File: src/include/mcal_pkg.sv
// Constants, channel codes and byte map of the monitor calibration datapath.
// Assumes byte-wide register access and 16-bit converter samples.
package mcal_pkg;

    // ------------------------------------------------------------------
    // Bus widths
    // ------------------------------------------------------------------
    localparam int AW = 8;                        // Byte address width
    localparam int DW = 8;                        // Byte data width
    localparam int RW = 16;                       // Result width
    localparam int NSEG = 8;                      // Receive power segments
    localparam int NDELIM = 7;                    // Segment boundaries

    // ------------------------------------------------------------------
    // Converter channels
    // ------------------------------------------------------------------
    typedef enum logic [2:0] {
        MCAL_CH_TEMP,
        MCAL_CH_VOLT,
        MCAL_CH_BIAS,
        MCAL_CH_TX,
        MCAL_CH_RX
    } mcal_chan_t;

    // ------------------------------------------------------------------
    // Coefficient byte locations (MSB at the lower address)
    // ------------------------------------------------------------------
    localparam logic [AW-1:0] A_RX_SLOPE0  = 8'h28; // Slope m at +4*m
    localparam logic [AW-1:0] A_RX_OFF0    = 8'h2a; // Offset m at +4*m
    localparam logic [AW-1:0] A_TEMP_OFF   = 8'h4a; // Six-bit offset byte
    localparam logic [AW-1:0] A_VOLT_SLOPE = 8'h4c;
    localparam logic [AW-1:0] A_VOLT_OFF   = 8'h4e;
    localparam logic [AW-1:0] A_BIAS_SLOPE = 8'h50;
    localparam logic [AW-1:0] A_BIAS_OFF   = 8'h52;
    localparam logic [AW-1:0] A_TX_SLOPE   = 8'h54;
    localparam logic [AW-1:0] A_TX_OFF     = 8'h56;
    localparam logic [AW-1:0] A_DELIM0     = 8'hd0; // 14 bytes, 208..221
    localparam logic [AW-1:0] SEG_STRIDE   = 8'h04;

    // ------------------------------------------------------------------
    // Configuration and result bytes
    // ------------------------------------------------------------------
    localparam logic [AW-1:0] A_OEM_CFG1 = 8'hf0;   // oem_config_1
    localparam logic [AW-1:0] A_OEM_CFG3 = 8'hf1;   // oem_config_3
    localparam logic [AW-1:0] A_OEM_CFG6 = 8'hf2;   // oem_config_6
    localparam logic [AW-1:0] A_RES_BASE = 8'h60;   // 5 results, hi then lo
    localparam logic [AW-1:0] A_RES_LAST = 8'h69;
    localparam int BIT_CAL_EN  = 0;                 // In oem_config_3
    localparam int BIT_REF_SEL = 0;                 // In oem_config_1
    localparam int DMODE_LSB   = 5;                 // delimiter_mode [6:5]
    localparam logic [1:0] DMODE_PROG = 2'h1;       // Programmable boundaries
    localparam logic [DW-1:0] CFG_RESET = 8'h00;    // External cal default

    // ------------------------------------------------------------------
    // Arithmetic formats
    // ------------------------------------------------------------------
    localparam int SLOPE_FRAC = 8;                  // Binary point 7/8
    localparam int TOFF_BITS  = 6;                  // Signed half degrees
    localparam int TOFF_SHIFT = 7;                  // Half degree in result LSBs
    localparam logic [RW-1:0] RES_MAX = 16'hffff;

    // Fixed boundaries, ascending, used unless programmable mode
    localparam logic [NDELIM*RW-1:0] FIXED_DELIMS = {
        16'he000, 16'hc000, 16'ha000, 16'h8000,
        16'h6000, 16'h4000, 16'h2000
    };

endpackage : mcal_pkg

File: src/rtl/mcal_seg_sel.sv
// Receive power segment selector.
// Assumes the seven boundaries arrive ascending, boundary 0 in the low bits.
`timescale 1ns/1ns
module mcal_seg_sel
    import mcal_pkg::*;
(
    input  wire logic [RW-1:0]        raw_i,    // Raw receive level
    input  wire logic [NDELIM*RW-1:0] delim_i,  // Packed boundaries
    output logic      [2:0]           seg_o     // Chosen segment
);

    // ------------------------------------------------------------------
    // Boundary compares
    // ------------------------------------------------------------------
    logic [NDELIM-1:0] above;                   // Level at or past boundary k

    genvar k;
    generate
        for (k = 0; k < NDELIM; k++) begin : g_cmp
            // One comparator per boundary
            assign above[k] = (raw_i >= delim_i[k*RW +: RW]);
        end
    endgenerate

    // ------------------------------------------------------------------
    // Count of passed boundaries is the segment index
    // ------------------------------------------------------------------
    // Counting rather than priority encoding keeps the result monotonic
    // even if software stores boundaries out of order.
    always_comb begin
        seg_o = 3'h0;
        for (int i = 0; i < NDELIM; i++) begin
            seg_o = seg_o + {2'h0, above[i]};
        end
    end

endmodule : mcal_seg_sel

File: src/rtl/mcal_datapath.sv
// Monitor calibration datapath: coefficient memory, correction, results.
// Assumes samples come from logic on clk_i, one channel per valid cycle.
//
// Design decisions made here: the register addresses and strobed register access.
`timescale 1ns/1ns
module mcal_datapath
    import mcal_pkg::*;
(
    input  wire logic                     clk_i,          // 50 MHz clock
    input  wire logic                     rst_n_i,        // Async reset
    input  wire logic [AW-1:0]            reg_addr_i,     // Byte address
    input  wire logic [DW-1:0]            reg_wdata_i,    // Write data
    input  wire logic                     reg_we_i,       // Write strobe
    input  wire logic                     reg_re_i,       // Read strobe
    output logic      [DW-1:0]            reg_rdata_o,    // Read data, +1
    input  wire logic                     sample_valid_i, // Sample strobe
    input  wire mcal_pkg::mcal_chan_t     sample_chan_i,  // Sample channel
    input  wire logic [RW-1:0]            sample_data_i,  // Left-justified
    output logic                          result_valid_o, // Result stored
    output logic                          ref_supply_o    // 1: VDDA ref
);
    import mcal_pkg::*;

    // ------------------------------------------------------------------
    // Storage
    // ------------------------------------------------------------------
    logic [DW-1:0] mem_r [0:(1<<AW)-1];   // Coefficients, scratch, config
    logic [RW-1:0] res_r [0:4];           // Results by channel code
    logic [DW-1:0] rdata_r;               // Registered read data
    logic          rvalid_r;              // Result stored pulse
    logic          ref_r;                 // Reference select copy

    // ------------------------------------------------------------------
    // Helpers
    // ------------------------------------------------------------------
    // Two bytes, high byte from the lower address
    function automatic logic [RW-1:0] word_at(input logic [AW-1:0] a);
        logic [AW-1:0] b;
        b = a + 8'h01;
        word_at = {mem_r[a], mem_r[b]};
    endfunction : word_at

    // True when the byte address falls on a result register
    function automatic logic is_res(input logic [AW-1:0] a);
        is_res = (a >= A_RES_BASE) && (a <= A_RES_LAST);
    endfunction : is_res

    // raw * slope + offset, rounded on bit 7, saturated
    function automatic logic [RW-1:0] lin_cal(input logic [RW-1:0] raw,
                                              input logic [RW-1:0] slope,
                                              input logic [RW-1:0] off);
        logic signed [33:0] prod;
        logic signed [33:0] sum;
        logic signed [25:0] rnd;
        prod = $signed({18'h0, raw}) * $signed({18'h0, slope});
        sum  = prod + ($signed({{18{off[15]}}, off}) <<< SLOPE_FRAC);
        rnd  = sum[33:8] + $signed({25'h0, sum[7]});
        if (rnd < 0) begin
            lin_cal = 16'h0000;           // Below range clamps to zero
        end else if (rnd > $signed({10'h0, RES_MAX})) begin
            lin_cal = RES_MAX;            // Above range clamps to full scale
        end else begin
            lin_cal = rnd[15:0];
        end
    endfunction : lin_cal

    // ------------------------------------------------------------------
    // Configuration decode
    // ------------------------------------------------------------------
    logic       cal_en;                    // internal_cal_enable
    logic [1:0] dmode;                     // delimiter_mode
    assign cal_en = mem_r[A_OEM_CFG3][BIT_CAL_EN];
    assign dmode  = mem_r[A_OEM_CFG6][DMODE_LSB +: 2];

    // ------------------------------------------------------------------
    // Boundary source
    // ------------------------------------------------------------------
    logic [NDELIM*RW-1:0] prog_delims;     // Boundaries from scratch bytes
    logic [NDELIM*RW-1:0] delims;          // Boundaries in use

    genvar g;
    generate
        for (g = 0; g < NDELIM; g++) begin : g_delim
            // Boundary g sits at two bytes per step from 208; bytes are indexed
            // here because a function call in an assign would miss memory writes
            assign prog_delims[g*RW +: RW] = {mem_r[A_DELIM0 + AW'(2 * g)],
                                              mem_r[A_DELIM0 + AW'(2 * g + 1)]};
        end
    endgenerate

    // Any code other than programmable falls back to the fixed set
    assign delims = (dmode == DMODE_PROG) ? prog_delims : FIXED_DELIMS;

    // ------------------------------------------------------------------
    // Segment choice
    // ------------------------------------------------------------------
    logic [2:0] seg;                       // Receive power segment

    mcal_seg_sel u_seg (
        .raw_i   (sample_data_i),
        .delim_i (delims),
        .seg_o   (seg)
    );

    // ------------------------------------------------------------------
    // Coefficient fetch and correction
    // ------------------------------------------------------------------
    logic [AW-1:0] rx_base;                // First byte of segment set
    logic [RW-1:0] slope;                  // Selected slope
    logic [RW-1:0] offset;                 // Selected offset
    logic [RW-1:0] toff_ext;               // Scaled temperature offset
    logic [RW-1:0] res_nxt;                // Value to store

    assign rx_base = A_RX_SLOPE0 + AW'(seg) * SEG_STRIDE;

    // Per-channel coefficient pair
    always_comb begin
        slope  = 16'h0000;
        offset = 16'h0000;
        unique case (sample_chan_i)
            MCAL_CH_VOLT: begin
                slope  = word_at(A_VOLT_SLOPE);
                offset = word_at(A_VOLT_OFF);
            end
            MCAL_CH_BIAS: begin
                slope  = word_at(A_BIAS_SLOPE);
                offset = word_at(A_BIAS_OFF);
            end
            MCAL_CH_TX: begin
                slope  = word_at(A_TX_SLOPE);
                offset = word_at(A_TX_OFF);
            end
            MCAL_CH_RX: begin
                slope  = word_at(rx_base);
                offset = word_at(rx_base + (A_RX_OFF0 - A_RX_SLOPE0));
            end
            MCAL_CH_TEMP: begin
                slope  = 16'h0000;        // Not used for temperature
                offset = 16'h0000;
            end
            default: begin
                slope  = 16'h0000;        // Illegal channel code
                offset = 16'h0000;
            end
        endcase
    end

    // Six-bit signed half degrees; the top two bits never enter
    assign toff_ext = RW'($signed(mem_r[A_TEMP_OFF][TOFF_BITS-1:0]))
                      << TOFF_SHIFT;

    // Choose stored value: raw in external mode, corrected otherwise
    always_comb begin
        res_nxt = sample_data_i;
        if (!cal_en) begin
            // Bias and transmit carry an eight-bit code, low byte zero
            if (sample_chan_i == MCAL_CH_BIAS || sample_chan_i == MCAL_CH_TX) begin
                res_nxt = {sample_data_i[15:8], 8'h00};
            end else begin
                res_nxt = sample_data_i;
            end
        end else if (sample_chan_i == MCAL_CH_TEMP) begin
            // Wraps like the converter's own two's-complement reading
            res_nxt = sample_data_i + toff_ext;
        end else begin
            res_nxt = lin_cal(sample_data_i, slope, offset);
        end
    end

    // ------------------------------------------------------------------
    // Result registers
    // ------------------------------------------------------------------
    always_ff @(posedge clk_i or negedge rst_n_i) begin
        if (!rst_n_i) begin
            for (int i = 0; i < 5; i++) begin
                res_r[i] <= 16'h0000;
            end
        end else if (sample_valid_i && sample_chan_i <= MCAL_CH_RX) begin
            res_r[sample_chan_i] <= res_nxt;
        end
    end

    // Stored-result pulse, one cycle after each sample
    always_ff @(posedge clk_i or negedge rst_n_i) begin
        if (!rst_n_i) begin
            rvalid_r <= 1'b0;
        end else begin
            rvalid_r <= sample_valid_i;
        end
    end

    // ------------------------------------------------------------------
    // Byte memory writes
    // ------------------------------------------------------------------
    // Result bytes are read-only; writes there are dropped
    always_ff @(posedge clk_i or negedge rst_n_i) begin
        if (!rst_n_i) begin
            for (int i = 0; i < (1 << AW); i++) begin
                mem_r[i] <= CFG_RESET;
            end
        end else if (reg_we_i && !is_res(reg_addr_i)) begin
            mem_r[reg_addr_i] <= reg_wdata_i;
        end
    end

    // ------------------------------------------------------------------
    // Read port
    // ------------------------------------------------------------------
    // Data stands one cycle only, zero otherwise
    always_ff @(posedge clk_i or negedge rst_n_i) begin
        if (!rst_n_i) begin
            rdata_r <= 8'h00;
        end else if (reg_re_i) begin
            if (is_res(reg_addr_i)) begin
                // Even offset is the high byte, odd the low byte
                rdata_r <= reg_addr_i[0] ?
                    res_r[3'((reg_addr_i - A_RES_BASE) >> 1)][7:0] :
                    res_r[3'((reg_addr_i - A_RES_BASE) >> 1)][15:8];
            end else begin
                rdata_r <= mem_r[reg_addr_i];
            end
        end else begin
            rdata_r <= 8'h00;
        end
    end

    // ------------------------------------------------------------------
    // Monitor reference select pin
    // ------------------------------------------------------------------
    // Registered so the analogue switch never sees decode glitches
    always_ff @(posedge clk_i or negedge rst_n_i) begin
        if (!rst_n_i) begin
            ref_r <= 1'b0;
        end else begin
            ref_r <= mem_r[A_OEM_CFG1][BIT_REF_SEL];
        end
    end

    assign reg_rdata_o    = rdata_r;
    assign result_valid_o = rvalid_r;
    assign ref_supply_o   = ref_r;
endmodule : mcal_datapath

File: config.mk
export PLATFORM = sky130hd
export DESIGN_NAME = mcal_datapath
export DESIGN_NICKNAME = d
export VERILOG_FILES = /design/src/include/mcal_pkg.sv /design/src/rtl/mcal_seg_sel.sv /design/src/rtl/mcal_datapath.sv
export SDC_FILE = /design/constraint.sdc
export NUM_CORES = 2
export LEC_CHECK = 0
export CAP_MARGIN = 20
export CORE_UTILIZATION = 61
export DETAILED_ROUTE_END_ITERATION = 8
export DONT_BUFFER_PORTS = 1
export PLACE_DENSITY = 0.79
export SETUP_SLACK_MARGIN = 0.2
export SLEW_MARGIN = 20
export SYNTH_ARGS = -nofsm -noshare
export SYNTH_HDL_FRONTEND = slang
export SYNTH_SLANG_ARGS = --single-unit
File: constraint.sdc
create_clock -name clk_i -period 35.3 [get_ports clk_i]
set_input_delay 0 -clock clk_i [delete_from_list [all_inputs] [get_ports clk_i]]
set_output_delay 0 -clock clk_i [all_outputs]
set_load 0.03 [all_outputs]
Word level (Yosys, flattened, before mapping). Index checks and enable logic that the tools add are counted.

Bits in read-only memories: 0. Bits in writable memories: 0. Bits in latches: 0. Bits in registers: 2138. Memories: 0.

$lt $le $gt $ge: 21. Div/mod/pow operators: 0. Mux-type cells: 35. Shift operators: 0. $mul: 1. Equal/unequal tests: 5. Add/sub/neg operators: 14. Bitwise gates (word level): 7. Reductions and logical operators: 8.

Operator list (count): bitwise mux 2048 bit (1); binary-select mux 8 bit (select 8 bit) (5); case mux 16 bit (4 select lines) (2); 2-to-1 mux 8 bit (15); greater-or-equal comparator 16 bit (7); 2-to-1 mux 112 bit (1); 2-to-1 mux 16 bit (7); bitwise mux 80 bit (1); demux 8 bit (select 8 bit) (1); binary-select mux 16 bit (select 3 bit) (1); demux 16 bit (select 3 bit) (1); greater-or-equal comparator 9 bit (second input constant) (5); NOT 8 -> 9 bit (4); adder 33 x 24 -> 34 bit (1); multiplier 16 x 16 -> 32 bit (1); adder 26 x 1 -> 26 bit (1); greater-than comparator 26 x 17 -> 1 bit (second input constant) (1); less-than comparator 26 x 1 -> 1 bit (second input constant) (1); adder 16 bit (1); adder 3 x 1 -> 3 bit (5); less-than comparator 9 x 1 -> 1 bit (second input constant) (1); NOT 7 -> 9 bit (1); adder 7 x 1 -> 8 bit (second input constant) (1); adder 7 x 2 -> 8 bit (second input constant) (1); other kinds (18) (25).

Logic depth before layout (Yosys ltp).
Depth in word-level cells: 25. Gate-level depth with buffers: 79.

Cells and area by module. A second synthesis with hierarchy kept.

Cell total of the unflattened synthesis: 8153. Area, all modules: 115599.6 µm².

Modules (own cells, without submodules): mcal_datapath (area an instance 112773.2 µm², times used 1, cells each 7784); mcal_seg_sel (area an instance 2826.5 µm², times used 1, cells each 369).

Worst setup path after synthesis. Ideal clock, no wire load.

Path kind: reg-to-reg. Start: reg mem_r (netlist bit dmode[1]). End: reg res_r[2] (netlist name). Required time: 35170 ps. Buffers on the path: 12. Data arrival time: 17604 ps. Setup slack: 17567 ps. Stages on the path, launching flop included: 76. Period minus slack after synthesis: 17733 ps. Path through: dfrtp_1 nor2b_1 clkbuf_1 clkbuf_1 and2_1 ha_1 nand2b_1 a21o_1 a21o_1 a21oi_1 nor2b_1 o21ai_0 nand2b_1 a21oi_1 o21ai_0 a21oi_1 o21ai_0 a221o_1 [... 40 more ...] o21ai_0 a21oi_1 xnor2_1 ha_1 clkbuf_1 nand2_1 nor4_1 o211a_1 nor3_1 nand4b_2 nor4_4 nor4b_4 mux2_2 o22a_2 buf_6 o31a_1 a21oi_2 o21ai_1.

Longest elaborated chain between the ends: 25. Elaborated cells on any way between the ends: 47. Those cells by class: add/sub (12); mul (1); order compare (9); eq/ne (1); mux (20); bitwise (4).

Ends and longest elaborated chain: from (decl) (line mcal_datapath.sv:27) `logic [DW-1:0] mem_r [0:(1<<AW)-1];`; from (signal, indexed assignment) (line mcal_datapath.sv:202) `mem_r[reg_addr_i] <= reg_wdata_i;`; == test 2 x 1 -> 1 bit (line mcal_datapath.sv:92) `assign delims = (dmode == DMODE_PROG) ? prog_delims : FIXED_DELIMS;`; 2-to-1 mux 112 bit (line mcal_datapath.sv:92); greater-or-equal comparator 16 bit (line mcal_seg_sel.sv:21) `assign above[k] = (raw_i >= delim_i[k*RW +: RW]);`; adder 1 x 1 -> 2 bit (line mcal_seg_sel.sv:33) `seg_o = seg_o + {2'h0, above[i]};`; adder 3 x 1 -> 3 bit (5 in a row) (line mcal_seg_sel.sv:33); adder 6 x 5 -> 7 bit (line mcal_datapath.sv:114) `assign rx_base = A_RX_SLOPE0 + AW'(seg) * SEG_STRIDE;`; adder 7 x 1 -> 8 bit / adder 7 x 2 -> 8 bit (equally long branches) (line mcal_datapath.sv:39, mcal_datapath.sv:135); NOT 8 -> 9 bit (not written as such) / adder 8 x 1 -> 8 bit (equally long branches) (line mcal_datapath.sv:40, mcal_datapath.sv:39); [... 5 more ...]; adder 33 x 24 -> 34 bit (*) (line mcal_datapath.sv:56) `sum = prod + ($signed({{18{off[15]}}, off}) <<< SLOPE_FRAC);`; adder 26 x 1 -> 26 bit (*) (line mcal_datapath.sv:57) `rnd = sum[33:8] + $signed({25'h0, sum[7]});`; greater-than comparator 26 x 17 -> 1 bit (line mcal_datapath.sv:60) `end else if (rnd > $signed({10'h0, RES_MAX})) begin`; 2-to-1 mux 16 bit (line mcal_datapath.sv:60); 2-to-1 mux 16 bit (*) (line mcal_datapath.sv:58) `if (rnd < 0) begin`; 2-to-1 mux 16 bit (*) (line mcal_datapath.sv:162) `end else if (sample_chan_i == MCAL_CH_TEMP) begin`; 2-to-1 mux 16 bit (*) (line mcal_datapath.sv:155) `if (!cal_en) begin`; bitwise mux 80 bit (*) (line mcal_datapath.sv:179) `res_r[sample_chan_i] <= res_nxt;`; to (signal, indexed assignment) (line mcal_datapath.sv:179); to (decl) (line mcal_datapath.sv:28) `logic [RW-1:0] res_r [0:4];`.

Mark *: on every way between the ends. The rest lies on a longest branch, timed or not. The select of a mux whose other input is x is not followed. A chain may end at the register's enable or synchronous reset.

Worst setup path in the final report.
Start: reg mem_r (netlist bit dmode[0]). End: reg res_r[13] (netlist name).

Same word-level chain as after synthesis.

==> results.yml <==
outcome:
  outcome: "finished, final reports clean"
synthesis:
  syn-cell-area_mm2: 0.115
  syn_nets: 8572
  synth_common_cells: "dfrtp_1, mux2_2, mux4_2"
  yosys-top-cells-area: "dfrtp_1, mux2_2, mux4_2"
  synth_area_leader_cell: "dfrtp_1"
  async_reset_ff_share_pct: 100
  synth_warnings: 0
  synthFlopType: "dfrtp_1"
  synth_cell_type_count: 95
  syn_avg_cell_area_um2: 14.2
  ys_seq_area_share_pct: 46.7
  synth_top_cell_area_share_pct: 46.7
  synth_edf_count: 0
  yosysMostFrequentCell: "dfrtp_1"
  postSynthRegisterBits: 2138
  syn-instance-count: 8082
sta:
  relSlewSlack_pct: 13.0
  hold_viol: 0
  fin_crit_sh_pct: 56.3
  tns_ps: 0
  rsz0062_at_grt: "no"
  hold_slack_ps: 67.0
  fmax_mhz: 50.3
  tightest_slew_ps: 1300
  fin_skew_ps: 58.7
  finalSetupViolCount: 0
  final_max_slew_viol_count: 0
  period_minus_slack_ps: 19880
cells_and_area:
  layout-drive-gt1-share_pct: 42.0
  nNetsFinal: 8340
  multi_input_area_mm2: 0.0578
  final_area_mm2: 0.125
  nFillCells: 12351
  fin_util_pct: 67.3
  register_area_mm2: 0.0535
  syn_to_final_growth_pct: 9.31
clocking:
  clk_pin_slew_worst_paths_ps: 70
  cts_hold_buf: 76
  post_cts_buffers: 0
  post_cts_resized: 0
  htree_levels: 4
  cts_max_path_buffers: 3
  numCtsBuffers: 214
  cts_tree: "yes"
  ctsRootBufferMaster: "clkbuf_16"
  clkLatencyLatePin_ps: 880
  cts_sinks: 2138
setup_path:
  cp_slowest_cell: "fa_4"
  crit_path_end_kind: "flop"
  critPathKind: "reg -> reg"
  cp_max_fo: 55
  crit_path_start_kind: "flop"
  max_stage_delay_ps: 800
  worstPathRequired_ps: 36030
  worstPathArrival_ps: 20610
routing:
  first_iter_violations: 7740
  vias_per_cell: 6.86
  ant_nets: 0
  drt_pass1_iterations: 6
  wl_per_cell_um: 31.1
  finalWirelength_um: 327000
  drc: 0
  dr_total_vias: 72082
place:
  port_buffers: 0
  placed_cell_area_mm2: 0.116
  hpwl_um: 198000
  gp_congestion: 0.947
global_routing:
  grt_overflow: 0
  antenna_found_initial: 23
  grt.total_usage_pct: 34.9
  grt_max_degree: 536
  grt_pass1_vias: 74496
  grt_first_pass_wirelength_um: 494000
floorplan:
  rows: 158
  core_mm2: 0.186
  fp.dieW_um: 435
  ios: 50
  initial_core_util_pct: 61.6
  dieArea_mm2: 0.190
  die_h_um: 435
power:
  power.leakage_nw: 58.8
  vdd_ir_drop_max_mv: 0.0487
  power_density_mw_per_mm2: 48.0
worst_hold_path:
  hold_class: "in -> reg"
job:
  drv_cap: 0
[registers in the layout (all words and copies together), names as in the netlist]
register and cells:
mem_r 2045, res_r 80, result_valid_o 1, cal_en 1, reg_rdata_o 8, dmode 2, ref_supply_o 1
[layer usage]
| metal | GRT usage [%] | share of wire, % |
|---|---|---|
| met1 | 48.0 | 39 |
| met5 | 0 | 0.052 |
| met4 | 17.5 | 6.0 |
| met3 | 8.78 | 9.7 |
| met2 | 52.1 | 46 |
[stage by stage]
step,power [mW],cells,worst slack [ps]
floorplan,3.34,8082,17570
global placement,3.50,10015,16490
detailed placement,3.54,10020,16290
CTS,5.98,10490,15710
global route,6.20,10509,14410
finish,6.01,10515,15420
[report_power, final]
part	internal [mW]	total, mW	switching (mW)
Clock	1.40	2.41	1.00
Sequential	2.59	2.68	0.0919
Combinational	0.407	0.918	0.511
Total	4.40	6.01	1.61
[critical path: cells and delay by family (launching register included)]
family,cells,cell delay (ps)
mux,2,690
buf+inv,13,3150
xor+xnor,2,460
flops,1,410
compound gates,22,4570
fa+ha+maj,15,6660
simple gates,15,3740
[path summary, 6_finish.rpt]
check / start / to / slack (ps) / depth (start not counted)
worst max-delay path: dmode[0] / res_r[13] / 15420 / 69
worst min-delay path: reg_addr_i[6] / reg_rdata_o[2] / 70 / 3
worst max register to register: dmode[0] / res_r[13] / 15420 / 69
worst min register to register: mem_r[1260] / mem_r[1260] / 370 / 0
max in group asynchronous: rst_n_i / res_r[47] / 31610 / 8
min in group asynchronous: rst_n_i / mem_r[518] / 360 / 4
[placed cells by master, fill, tap and decap left out, types with 12 or more instances in the layout]
cell type      Yosys  final
a21o_1            30     30
a21oi_1          122    122
a22o_1            12     12
a22oi_1           45     45
a31oi_1           13     13
and2_1            97     98
buf_16             0     41
buf_4              2     78
bufinv_16          0     21
clkbuf_1         494     39
clkbuf_16          0    218
clkbuf_8           0     55
clkinv_2           0     37
dfrtp_1         2138   2138
dlygate4sd3_1      0     66
fa_1             198    197
ha_1             252    250
inv_1            266    266
mux2_2          2011   2011
mux2i_1           48     48
mux4_2           812    812
nand2_1          522    515
nand2b_1          32     32
nand3_1           31     28
nand4_1           17     17
nor2_1           295    282
nor2_2             1     12
nor2b_1           61     58
nor3_1            23     21
o211ai_1          13     13
o21a_1            13     13
o21ai_0          122    111
o21ai_1           38     42
o22ai_1           13     13
xnor2_1           39     39
xor2_1            22     22
[final cells by class]
type                            instances  share of cell area, %
Sequential cell                      2138                   42.7
Clock inverter                         82                  0.891
Clock buffer                          312                   5.08
Multi-Input combinational cell       5043                   46.1
Inverter                              267                  0.800
Antenna cell                            7                 0.0140
Tap cell                             2480                   2.48
Timing Repair Buffer                  186                   1.90
[cell families (layout without fill, tap and decap cells)]
logic type / count (synthesis) / count (layout) / synth area share (%)
compound gates: 535 / 535 / 3.05
fa+ha+maj: 450 / 450 / 6.21
simple gates: 1125 / 1125 / 4.37
xor+xnor: 62 / 62 / 0.481
flops: 2138 / 2138 / 46.7
other cells: 0 / 7 / 0
mux: 2871 / 2871 / 36.1
buf+inv: 901 / 847 / 3.04
(Power assumes the default switching activity.)
